<file path="config.mk">
export PLATFORM = sky130hd
export DESIGN_NAME = tcci_top
export DESIGN_NICKNAME = d
export VERILOG_FILES = /design/src/logic/tcci_pkg.sv /design/src/logic/tcci_pulse.sv /design/src/logic/tcci_top.sv
export SDC_FILE = /design/constraint.sdc
export NUM_CORES = 1
export LEC_CHECK = 0
export BUFFER_PORTS_ARGS = -buffer_cell sky130_fd_sc_hd__buf_4
export CAP_MARGIN = 5
export CORE_UTILIZATION = 40
export DETAILED_ROUTE_END_ITERATION = 8
export MAX_ROUTING_LAYER = met4
export PLACE_DENSITY = 0.65
export SETUP_SLACK_MARGIN = 0.4
export SLEW_MARGIN = 20
export SYNTH_ARGS = -nofsm -noshare
export SYNTH_HDL_FRONTEND = slang
export SYNTH_SLANG_ARGS = --single-unit
</file>
<file path="constraint.sdc">
create_clock -name sys_clk_i -period 1.78 [get_ports sys_clk_i]
set_input_delay 0 -clock sys_clk_i [delete_from_list [all_inputs] [get_ports sys_clk_i]]
set_output_delay 0 -clock sys_clk_i [all_outputs]
set_load 0.005 [all_outputs]
</file>
<file path="src/logic/tcci_pkg.sv">
// Purpose: Constants for the transfer completion, chaining and interrupt block.
// Assumes: One 25 MHz clock, asynchronous active-low reset.
// Notes: Register offsets are byte addresses on the plain register port.
`default_nettype none

package tcci_pkg;
  // Bus and vector widths.
  localparam int ADDR_W = 8;
  localparam int DATA_W = 32;
  localparam int CODE_W = 6;
  localparam int NUM_CODES = 64;
  localparam int NUM_REGIONS = 8;
  localparam int NUM_TC = 4;
  // Register byte offsets.
  localparam logic [7:0] OFS_PEND_LO = 8'h00;
  localparam logic [7:0] OFS_PEND_HI = 8'h04;
  localparam logic [7:0] OFS_CLR_LO = 8'h08;
  localparam logic [7:0] OFS_CLR_HI = 8'h0C;
  localparam logic [7:0] OFS_EN_LO = 8'h10;
  localparam logic [7:0] OFS_EN_HI = 8'h14;
  localparam logic [7:0] OFS_REEVALUATE_BIT = 8'h18;
  // Per-region access masks: base plus 8 bytes per region, low word first.
  localparam logic [7:0] OFS_MASK_BASE = 8'h40;
  localparam logic [7:0] OFS_MASK_END = 8'h7C;
  // Reevaluate register field positions: bit 0 global, bits 1..8 regions.
  localparam int REEVALUATE_BIT_GLOBAL_BIT = 0;
  localparam int REEVALUATE_BIT_REGION_LSB = 1;
  // Reset values.
  localparam logic [63:0] PEND_RST = 64'h0;
  localparam logic [63:0] EN_RST = 64'h0;
  localparam logic [63:0] MASK_RST = 64'h0;
  localparam logic [31:0] RD_UNMAPPED = 32'h0;
endpackage : tcci_pkg

`default_nettype wire

</file>
<file path="src/logic/tcci_pulse.sv">
// Purpose: One completion interrupt line, a one-cycle pulse generator.
// Assumes: Active level is already gated by pending and enable, and for region lines also by mask.
// Notes: Pulses on a rising active level or a reevaluate while active.
`timescale 1ns/1ps
`default_nettype none

module tcci_pulse (
  // Clock and reset.
  input wire logic clk_i,
  input wire logic resetn_i,
  // Gated level and reevaluate request.
  input wire logic active_i,
  input wire logic reevaluate_bit_i,
  // Interrupt pulse.
  output logic pulse_o
);
  // Previous active level, for edge detection.
  logic active_q;

  // Remember the gated level.
  always_ff @(posedge clk_i or negedge resetn_i) begin
    if (!resetn_i) begin
      active_q <= 1'b0;
    end else begin
      active_q <= active_i;
    end
  end

  // A new pulse needs a none-to-some edge, or a reevaluate while active.
  // A reevaluate in the cycle right after a pulse is absorbed by that pulse,
  // so the line never stays high for two cycles in a row.
  always_ff @(posedge clk_i or negedge resetn_i) begin
    if (!resetn_i) begin
      pulse_o <= 1'b0;
    end else begin
      pulse_o <= active_i & (~active_q | reevaluate_bit_i) & ~pulse_o;
    end
  end
endmodule // tcci_pulse

`default_nettype wire

</file>
<file path="src/logic/tcci_top.sv">
// Purpose: Completion code capture, channel chaining and completion interrupts.
// Assumes: The request engine reports each transfer request once, with a last flag.
// Notes: All outputs are registered; completion interrupts are one-cycle pulses.
`timescale 1ns/1ps
`default_nettype none

module tcci_top (
  // Clock and reset.
  input wire logic sys_clk_i,
  input wire logic resetn_i,
  // Register port.
  input wire logic [tcci_pkg::ADDR_W-1:0] reg_addr_i,
  input wire logic [tcci_pkg::DATA_W-1:0] reg_wdata_i,
  input wire logic reg_wr_i,
  input wire logic reg_rd_i,
  output logic [tcci_pkg::DATA_W-1:0] reg_rdata_o,
  // Completion report, one per transfer request.
  input wire logic cmpl_valid_i,
  input wire logic [tcci_pkg::CODE_W-1:0] completion_code_i,
  input wire logic cmpl_is_last_i,
  input wire logic final_chain_enable_i,
  input wire logic intermediate_chain_enable_i,
  input wire logic final_irq_enable_i,
  input wire logic intermediate_irq_enable_i,
  // Chain trigger towards the event logic.
  output logic chain_event_o,
  output logic [tcci_pkg::CODE_W-1:0] chain_channel_o,
  // Error and debug sources.
  input wire logic ctrl_err_i,
  input wire logic prot_fault_i,
  input wire logic [tcci_pkg::NUM_TC-1:0] engine_err_i,
  input wire logic debug_evt_i,
  // Completion interrupts.
  output logic global_completion_irq_o,
  output logic [tcci_pkg::NUM_REGIONS-1:0] region_completion_irq_o,
  // Error interrupts and debug trigger.
  output logic controller_error_irq_o,
  output logic protection_fault_irq_o,
  output logic [tcci_pkg::NUM_TC-1:0] transfer_engine_error_irq_o,
  output logic debug_event_trigger_o
);
  import tcci_pkg::*;

  // Pending completion vector, low and high words together.
  logic [NUM_CODES-1:0] completion_pending;
  // Interrupt enable vector.
  logic [NUM_CODES-1:0] completion_irq_enable;
  // Access mask of each region.
  logic [NUM_CODES-1:0] region_mask [NUM_REGIONS];

  // Decoded bit set by the current completion report.
  logic [NUM_CODES-1:0] next_set;
  // Decoded bits cleared by a clear-register write.
  logic [NUM_CODES-1:0] next_clear;
  // Gated enabled-pending vector.
  logic [NUM_CODES-1:0] enabled_pending;
  // Per-region active levels.
  logic [NUM_REGIONS-1:0] region_active;
  // Global active level.
  logic global_active;
  // Reevaluate requests from the evaluate register.
  logic [NUM_REGIONS-1:0] region_reevaluate_bit;
  logic global_reevaluate_bit;
  // Whether this report records an interrupt and whether it chains.
  logic irq_hit;
  logic chain_hit;
  // Register write decodes.
  logic wr_clr_lo;
  logic wr_clr_hi;
  logic wr_reevaluate_bit;
  // Next read data.
  logic [DATA_W-1:0] next_rdata;

  // Decide whether a report records an interrupt.
  // Last request needs the final enable, others the intermediate one.
  always_comb begin
    irq_hit = cmpl_valid_i & (cmpl_is_last_i ? final_irq_enable_i
                                             : intermediate_irq_enable_i);
  end

  // Decide whether a report raises a chain event.
  always_comb begin
    chain_hit = cmpl_valid_i & (cmpl_is_last_i ? final_chain_enable_i
                                               : intermediate_chain_enable_i);
  end

  // Decode the completion code straight onto a pending bit.
  // The code is not tied to the reporting channel in any way.
  always_comb begin
    next_set = '0;
    if (irq_hit) begin
      next_set[completion_code_i] = 1'b1;
    end
  end

  // Write decodes for the registers with side effects.
  always_comb begin
    wr_clr_lo = reg_wr_i & (reg_addr_i == OFS_CLR_LO);
    wr_clr_hi = reg_wr_i & (reg_addr_i == OFS_CLR_HI);
    wr_reevaluate_bit = reg_wr_i & (reg_addr_i == OFS_REEVALUATE_BIT);
  end

  // Bits written with one are cleared; zeros leave pending untouched.
  always_comb begin
    next_clear = '0;
    if (wr_clr_lo) begin
      next_clear[31:0] = reg_wdata_i;
    end
    if (wr_clr_hi) begin
      next_clear[63:32] = reg_wdata_i;
    end
  end

  // Pending vector update; a new completion wins over a clear of the same bit.
  always_ff @(posedge sys_clk_i or negedge resetn_i) begin
    if (!resetn_i) begin
      completion_pending <= PEND_RST;
    end else begin
      completion_pending <= (completion_pending & ~next_clear) | next_set;
    end
  end

  // Interrupt enable vector, written as two words.
  always_ff @(posedge sys_clk_i or negedge resetn_i) begin
    if (!resetn_i) begin
      completion_irq_enable <= EN_RST;
    end else if (reg_wr_i) begin
      // Low word.
      if (reg_addr_i == OFS_EN_LO) begin
        completion_irq_enable[31:0] <= reg_wdata_i;
      end
      // High word.
      if (reg_addr_i == OFS_EN_HI) begin
        completion_irq_enable[63:32] <= reg_wdata_i;
      end
    end
  end

  // Region access masks; region r sits at base plus 8*r, low word first.
  // These are expected to be set once at start-up and then left alone.
  always_ff @(posedge sys_clk_i or negedge resetn_i) begin
    if (!resetn_i) begin
      for (int r = 0; r < NUM_REGIONS; r++) begin
        region_mask[r] <= MASK_RST;
      end
    end else if (reg_wr_i && reg_addr_i >= OFS_MASK_BASE && reg_addr_i <= OFS_MASK_END) begin
      // Word index within the mask block selects region and half.
      if (reg_addr_i[2]) begin
        region_mask[reg_addr_i[5:3]][63:32] <= reg_wdata_i;
      end else begin
        region_mask[reg_addr_i[5:3]][31:0] <= reg_wdata_i;
      end
    end
  end

  // Reevaluate requests come straight from an evaluate-register write.
  // The write is not filtered by any access mask.
  always_comb begin
    global_reevaluate_bit = wr_reevaluate_bit & reg_wdata_i[REEVALUATE_BIT_GLOBAL_BIT];
    region_reevaluate_bit = wr_reevaluate_bit ? reg_wdata_i[REEVALUATE_BIT_REGION_LSB +: NUM_REGIONS]
                          : '0;
  end

  // Gate the pending vector by the enable vector.
  always_comb begin
    enabled_pending = completion_pending & completion_irq_enable;
    global_active = |enabled_pending;
  end

  // Each region adds its own access mask as a second enable.
  always_comb begin
    for (int r = 0; r < NUM_REGIONS; r++) begin
      region_active[r] = |(enabled_pending & region_mask[r]);
    end
  end

  // Global completion interrupt line.
  tcci_pulse u_global_pulse (
    .clk_i(sys_clk_i),
    .resetn_i(resetn_i),
    .active_i(global_active),
    .reevaluate_bit_i(global_reevaluate_bit),
    .pulse_o(global_completion_irq_o)
  );

  // One completion interrupt line per region.
  for (genvar g = 0; g < NUM_REGIONS; g++) begin : g_region
    tcci_pulse u_region_pulse (
      .clk_i(sys_clk_i),
      .resetn_i(resetn_i),
      .active_i(region_active[g]),
      .reevaluate_bit_i(region_reevaluate_bit[g]),
      .pulse_o(region_completion_irq_o[g])
    );
  end

  // Chain trigger: a one-cycle event naming the target channel.
  // No parameter set is touched; the target's event logic issues the request.
  always_ff @(posedge sys_clk_i or negedge resetn_i) begin
    if (!resetn_i) begin
      chain_event_o <= 1'b0;
    end else begin
      chain_event_o <= chain_hit;
    end
  end

  // Target channel is the completion code of the finishing channel.
  always_ff @(posedge sys_clk_i or negedge resetn_i) begin
    if (!resetn_i) begin
      chain_channel_o <= '0;
    end else if (chain_hit) begin
      chain_channel_o <= completion_code_i;
    end
  end

  // Error interrupts and debug trigger are registered copies of their sources.
  always_ff @(posedge sys_clk_i or negedge resetn_i) begin
    if (!resetn_i) begin
      controller_error_irq_o <= 1'b0;
      protection_fault_irq_o <= 1'b0;
      transfer_engine_error_irq_o <= '0;
      debug_event_trigger_o <= 1'b0;
    end else begin
      controller_error_irq_o <= ctrl_err_i;
      protection_fault_irq_o <= prot_fault_i;
      transfer_engine_error_irq_o <= engine_err_i;
      debug_event_trigger_o <= debug_evt_i;
    end
  end

  // Read multiplexer; write-only and unmapped offsets read as zero.
  always_comb begin
    next_rdata = RD_UNMAPPED;
    if (reg_addr_i >= OFS_MASK_BASE && reg_addr_i <= OFS_MASK_END) begin
      // Region mask words.
      if (reg_addr_i[2]) begin
        next_rdata = region_mask[reg_addr_i[5:3]][63:32];
      end else begin
        next_rdata = region_mask[reg_addr_i[5:3]][31:0];
      end
    end else begin
      unique case (reg_addr_i)
        // Pending vector, low word.
        OFS_PEND_LO: begin
          next_rdata = completion_pending[31:0];
        end
        // Pending vector, high word.
        OFS_PEND_HI: begin
          next_rdata = completion_pending[63:32];
        end
        // Enable vector, low word.
        OFS_EN_LO: begin
          next_rdata = completion_irq_enable[31:0];
        end
        // Enable vector, high word.
        OFS_EN_HI: begin
          next_rdata = completion_irq_enable[63:32];
        end
        // Anything else, including clear and evaluate registers.
        default: begin
          next_rdata = RD_UNMAPPED;
        end
      endcase
    end
  end

  // Read data stand in the cycle after the read strobe and only there.
  always_ff @(posedge sys_clk_i or negedge resetn_i) begin
    if (!resetn_i) begin
      reg_rdata_o <= '0;
    end else if (reg_rd_i) begin
      reg_rdata_o <= next_rdata;
    end else begin
      reg_rdata_o <= '0;
    end
  end
endmodule // tcci_top

`default_nettype wire

</file>
==> results of run 1 <==
==> logic make-up after synthesis <==
| logic type | synth area share |
|---|---|
| mux | 0.231 |
| compound gates | 0.0942 |
| flops | 0.487 |
| buf+inv | 0.0485 |
| simple gates | 0.139 |
==> stage by stage <==
step	setup WS [ps]	total power [mW]	utilization	cell area, µm²	hold slack, ps
final	-664	47.8	0.591	52600	27.5
after global routing	-609	48.7	0.591	52600	22.7
after CTS	-586	46.9	0.579	51500	2.18
after detailed placement	-1010	28.9	0.522	46400	-56.0
after global placement	-991	28.8	0.522	46400	-52.8
after floorplan	168	23.1	-	36500	-296
==> final cells by class <==
class / instances / area (µm²)
fill: 7388 / 36300
tap: 1165 / 1460
clock inverter: 21 / 250
sequential: 704 / 17700
clock buffer: 119 / 2380
antenna: 36 / 90.1
inverter: 7 / 26.3
timing repair buffer: 1200 / 11800
multi-input combinational: 2146 / 18800
==> flip-flops by register name, summed over array words and instances, names as in the netlist, 4 cells and up <==
name / flops
region_mask: 512
reg_rdata_o: 32
transfer_engine_error_irq_o: 4
completion_pending: 64
completion_irq_enable: 64
chain_channel_o: 6
g_region.u_region_pulse.active_q: 8
g_region.u_region_pulse.pulse_o: 8
==> what timing repair did <==
action                                   CTS  global route
endpoints found under the setup margin    50            59
resized for setup                        340           166
buffers inserted                          34            24
hold buffers                              66             2
gates cloned                               1             0
pin swaps                                113            68
hold endpoints to repair                1388             6
==> power groups by stage <==
stage	combinational, mW	clock (mW)	sequential (mW)
floorplan	3.98	0	19.1
global placement	8.47	0	20.3
detailed placement	8.59	0	20.3
CTS	9.40	17.3	20.2
global route	10.4	17.9	20.4
finish	10.0	17.3	20.4
==> layout by cell type (no fill, tap or decap), types with 40 or more instances in the layout <==
master	synthesis	routed
nand3_2	1	72
mux2_2	624	595
dfrtp_2	0	60
nand2_1	131	120
dlygate4sd3_1	0	66
mux2_4	30	61
nand4_1	140	140
mux2i_1	41	40
buf_6	13	90
buf_12	2	184
buf_4	26	854
nor2_1	56	44
o22ai_1	80	59
dfrtp_1	704	644
nand3_1	520	426
clkbuf_16	0	83
==> worst min-delay path, cell delays in order <==
cell and delay (ps):
buf_4 130, buf_12 160, a2111oi_4 40, o311a_1 320
==> layer usage <==
metal / global-route usage / part of all wire / vias up
li1: - / - / 14100
met3: 0.198 / 0.13 / 906
met5: - / 0 / -
met1: 0.652 / 0.37 / 18700
met4: 0.371 / 0.089 / 0
met2: 0.722 / 0.40 / 3090
==> worst min path at each step <==
stage / start / end / depth (start not counted)
floorplan: resetn_i / chain_channel_o[0]$_DFFE_PN0P_ / 0
finish: reg_addr_i[2] / reg_rdata_o[31]$_DFF_PN0_ / 4
global placement: resetn_i / region_mask[239]$_DFFE_PN0P_ / 1
CTS: reg_addr_i[2] / reg_rdata_o[31]$_DFF_PN0_ / 4
global route: reg_addr_i[2] / reg_rdata_o[31]$_DFF_PN0_ / 4
detailed placement: resetn_i / region_mask[239]$_DFFE_PN0P_ / 1
==> metrics.txt, run 1 <==
outcome complete, but fails checks; failing checks DRC, setup timing; Max Clk Rate 409 MHz; DP Wirelength 183,000 µm; CTS Root Cell clkbuf_16; WL per Instance 44.3 µm; delay-heaviest family, CP simple AND/OR/NAND/NOR gates; r2r startpoint completion_pending[24]$_DFF_PN0_; TritonCTS clock tree done; largest net degree at the start of global routing 74; crit end category flop; flop2flop setup slack -660 ps; clk_lat worst skew 680 ps; delay of the slowest critical-path stage 680 ps; worst min-delay path class in -> reg; Post-Synthesis Cells 3,225; Final Hold Fails 0; Chip Height 303 µm; Unique masters post-synth 70; WP data arrival 3020 ps; Top FF cell, synth dfrtp_1; post-synthesis sequential area ratio 0.487; Max Slew Vio Count 0; count leader, synth dfrtp_1; crit path max-delay cell type or4_4; initial antenna violation count 31; Post-synth ARST share 1.00; Reg-to-Reg End u_global_pulse.pulse_o$_DFF_PN0_; endpoints failing setup 26; overall die width 303 µm; GR Overflow Total 0; post-synthesis cell area 0.0362 mm²; syn nets 3,288; Comb pwr share 0.210; CTS Buf Count 82; Mapped Avg Cell Area 11.2 µm²; TritonRoute pass-1 iters 9; Critical Path Start Type flop; Core Area 0.0889 mm²; Vias per Instance 6.82; iteration-0 DRC count of the detailed router 5,926; # DRC 1; routability cong. 1.21; H-tree levels 3; synthesized flop and latch total 704; Internal Pwr Total 33.1 mW; dominant cells by area after synthesis dfrtp_1, mux2_2, nand3_1; Leak Pwr 24.3 nW; CTS Sinks 704; synth cell count leaders dfrtp_1, mux2_2, nand3_1; slew margin rel. 0.399; I/O pin cnt 118; setup TNS -8140 ps; pin slew with the least headroom to its limit 902 ps; Post-synth EDFFs 0; WS Path Type reg -> reg; vias post-DR 36,800; Max Root-Sink Buffers 3; Clock transition at path regs 60 ps; Clk pwr share 0.363; crit path cell chain a22oi_1, buf_4, and4_1, nand4_1, or4_4, buf_6, and2_4; worst setup path endpoint u_global_pulse.pulse_o$_DFF_PN0_; Final min period 2440 ps; most area-hungry cell type in the Yosys netlist dfrtp_1; Clock Skew 15.5 ps; P per Cell Area 909 mW/mm²; CP Max Fanout 6; share of the synthesized area in the top cell type 0.487; row count 109; Final nets 4,204; first-pass GRT wire length 315,000 µm; Net Switching 14.7 mW; placed cells 5,095; vias in the first global route 34,900; Worst path depth 7; Die ar. 0.0916 mm²; RSZ-0062 raised after global routing true; Initial Utilization 0.407; PnR worst setup slack -664 ps; GRT Overall Usage 0.533; worst reg-to-reg path cell count 7; quantity of I/O buffers inserted on ports 117; Final Non-Filler Cells 5,398; final wirelength 239,000 µm; maximum vdd drop 903 µV; max-cap viol count 0; Buf/Inv on CP 2; Routed Antenna Nets 0; Reg power frac 0.427; Area Overhead vs Synth 45.4%; warnings from Yosys 0; layout cell share with drive strength beyond 1 0.544; critical path required time 2350 ps; Final Cycle Share 1.37; Critical Path Source completion_pending[24]$_DFF_PN0_; Switching Share 0.309
Note: power is estimated with default switching activity, not from simulation.
==> run 2, diff against run 1 <==
--- a/config.mk
+++ b/config.mk
@@ -5,6 +5,7 @@
 export SDC_FILE = /design/constraint.sdc
 export NUM_CORES = 1
 export LEC_CHECK = 0
+export ABC_AREA = 1
 export BUFFER_PORTS_ARGS = -buffer_cell sky130_fd_sc_hd__buf_4
 export CAP_MARGIN = 5
 export CORE_UTILIZATION = 40
==> metrics.txt, run 2 <==
pin slew with the least headroom to its limit 730 ps (was 902 ps); routability cong. 0.981 (was 1.21); synth cell count leaders nand2_1, dfrtp_1, nand3_1 (was dfrtp_1, mux2_2, nand3_1); share of the synthesized area in the top cell type 0.489 (was 0.487); r2r startpoint completion_irq_enable[4]$_DFFE_PN0P_ (was completion_pending[24]$_DFF_PN0_); Clock Skew 19.9 ps (was 15.5 ps); Final Hold Fails 0 (unchanged); worst min-delay path class in -> async (was in -> reg); DP Wirelength 98,900 µm (was 183,000 µm); TritonCTS clock tree done (unchanged); Chip Height 302 µm (was 303 µm); Post-synth EDFFs 0 (unchanged); vias in the first global route 33,700 (was 34,900); commonest cells after routing, fill and taps aside nand2_1, dfrtp_1, nand3_1, o21ai_0, buf_4 (was buf_4, dfrtp_1, mux2_2, nand3_1, buf_12); Vias per Instance 5.55 (was 6.82); CTS Sinks 704 (unchanged); WL met1 61,400 µm (was 89,700 µm); multiplexer share of the synthesized area 0 (was 0.231); most area-hungry cell type in the Yosys netlist dfrtp_1 (unchanged); adder-cell share of the synthesized area 0 (unchanged); dominant cells by area after synthesis dfrtp_1, nand2_1, nand3_1 (was dfrtp_1, mux2_2, nand3_1); overall die width 302 µm (was 303 µm); GR Overflow Total 0 (unchanged); Synth Area in XOR/XNOR 0 (unchanged); WL per Instance 21.3 µm (was 44.3 µm); WP data arrival 2160 ps (was 3020 ps); Critical Path Source completion_irq_enable[4]$_DFFE_PN0P_ (was completion_pending[24]$_DFF_PN0_); clk_lat worst skew 650 ps (was 680 ps); P per Cell Area 962 mW/mm² (was 909 mW/mm²); Routed Antenna Nets 0 (unchanged); CTS Root Cell clkbuf_16 (unchanged); CP Max Fanout 3 (was 6); Leak Pwr 22.4 nW (was 24.3 nW); Top FF cell, synth dfrtp_1 (unchanged); crit end category flop (unchanged); number of flip-flops in the largest register 512 (unchanged); Final min period 1630 ps (was 2440 ps); Unique masters post-synth 26 (was 70); WS Path Type reg -> reg (unchanged); TritonRoute pass-1 iters 6 (was 9); Highest Signal Layer met4 (unchanged); met3 routed WL 13,000 µm (was 31,800 µm); setup TNS 0 ps (was -8140 ps); post-synthesis sequential area ratio 0.489 (was 0.487); first-pass GRT wire length 210,000 µm (was 315,000 µm); Final nets 5,390 (was 4,204); # DRC 0 (was 1); final wirelength 139,000 µm (was 239,000 µm); main combinational cell family by area after synthesis simple AND/OR/NAND/NOR gates (was multiplexers); Initial Utilization 0.406 (was 0.407); Max Slew Vio Count 0 (unchanged); Clock transition at path regs 60 ps (about the same); commonest non-fill, non-tap cell in the layout nand2_1 (was buf_4); row count 109 (unchanged); layout cell share with drive strength beyond 1 0.174 (was 0.544); CTS Buf Count 78 (was 82); initial antenna violation count 4 (was 31); Die ar. 0.0913 mm² (was 0.0916 mm²); Final Non-Filler Cells 6,561 (was 5,398); Synth Area in Compound Gates 0.104 (was 0.0942); RSZ-0062 raised after global routing true (unchanged); PnR worst setup slack 154 ps (was -664 ps); met2 WL 60,100 µm (was 96,300 µm); warnings from Yosys 0 (unchanged); syn nets 5,132 (was 3,288); Min Hold Slack 3.21 ps (was 27.5 ps); Top Registers region_mask: 512 flops, completion_irq_enable: 64 flops, completion_pending: 64 flops (unchanged); synthesized flop and latch total 704 (unchanged); I/O pin cnt 118 (unchanged); quantity of I/O buffers inserted on ports 117 (unchanged); Mapped Avg Cell Area 7.11 µm² (was 11.2 µm²); Post-synth ARST share 1.00 (unchanged); slew margin rel. 0.513 (was 0.399); Area Overhead vs Synth 25.2% (was 45.4%); overall power 43.4 mW (was 47.8 mW); critical path required time 2310 ps (was 2350 ps); Critical Path Start Type flop (unchanged); maximum vdd drop 676 µV (was 903 µV); Synth Area in Simple Gates 0.351 (was 0.139); placed cells 6,289 (was 5,095); pre-CTS setup slack -150 ps (was -1010 ps); endpoints failing setup 0 (was 26); H-tree levels 3 (unchanged); post-synthesis cell area 0.0360 mm² (was 0.0362 mm²); iteration-0 DRC count of the detailed router 4,689 (was 5,926); Max Clk Rate 615 MHz (was 409 MHz); max-cap viol count 0 (unchanged); Max Root-Sink Buffers 3 (unchanged); Final Cycle Share 0.913 (was 1.37); Post-Synthesis Cells 5,069 (was 3,225); Top reg by flops region_mask (unchanged); largest net degree at the start of global routing 95 (was 74); outcome finished clean (was complete, but fails checks); vias post-DR 36,400 (was 36,800); count leader, synth nand2_1 (was dfrtp_1); Core Area 0.0888 mm² (was 0.0889 mm²); GRT Overall Usage 0.315 (was 0.533)
[run 2: changes by cell type in the layout (fill, tap and decap cells not counted), sizes merged, moves of 80 or more]
cell,delta
nand2,+2003
buf,-693
nand4,-109
nor2,+313
inv,+161
mux2,-676
o22ai,-80
o21ai,+688
[run 2: final timing paths]
path | end | slack, ps | cells past startpoint
setup reg to reg | g_region[3].u_region_pulse.pulse_o$_DFF_PN0_ | 150 | 11
hold / removal | region_mask[252]$_DFFE_PN0P_ | 3 | 3
min in group sys_clk_i | completion_pending[31]$_DFF_PN0_ | 30 | 6
hold reg to reg | region_mask[199]$_DFFE_PN0P_ | 490 | 2
max in group asynchronous | region_mask[207]$_DFFE_PN0P_ | 670 | 5
setup / recovery | g_region[3].u_region_pulse.pulse_o$_DFF_PN0_ | 150 | 11
[run 2: through the flow]
stage	utilization	cell area, µm²
3_3_place_gp	0.452	40100
2_1_floorplan	-	36200
4_1_cts	0.500	44400
5_1_grt	0.508	45100
6_report	0.508	45100
3_5_place_dp	0.452	40100
[run 2: layer usage]
| metal | vias to the layer above | track usage |
|---|---|---|
| li1 | 16900 | - |
| met1 | 17500 | 0.446 |
| met2 | 1814 | 0.455 |
| met3 | 297 | 0.0549 |
| met4 | 0 | 0.102 |
| met5 | - | - |
[run 2: cell families (layout without fill, tap and decap cells)]
group / after synthesis / in the layout
other: 0 / 7
buffers and inverters: 498 / 818
AOI/OAI and AO/OA: 740 / 740
and+or+nand+nor: 3127 / 3127
DFF: 704 / 704
[run 2: critical path, cell delays in order, from the launching register on]
cell     delay, ps
dfrtp_1        420
nand2_2         90
inv_1           60
nand2_1         70
nand2_1         80
nor2_4         160
nand2_2        110
nor2_1         110
nand2_1         90
nor2_4         140
buf_6          140
nor2_2          30
[run 2: layout make-up]
cell class | instances | area [µm²]
Inverter | 170 | 676
Clock inverter | 27 | 398
Clock buffer | 115 | 2310
Fill cell | 8637 | 43700
Timing Repair Buffer | 505 | 5080
Antenna cell | 7 | 17.5
Tap cell | 1165 | 1460
Timing Repair inverter | 1 | 6.26
Multi-Input combinational cell | 3867 | 17500
Sequential cell | 704 | 17700
[run 2: power breakdown]
group | switching [mW] | total [mW] | internal, mW
combinational | 3.65 | 6.12 | 2.47
clock | 6.99 | 17.3 | 10.3
sequential | 1.96 | 19.9 | 18.0
total | 12.6 | 43.4 | 30.8
[run 2: timing repair]
action                                  CTS  global route
hold buffers                             64             0
cloned                                    0             1
pin swaps                                89           101
gates resized for setup                 226           211
setup endpoints to repair                19            43
endpoints found under the hold margin  1182             0
setup buffers                            36            22
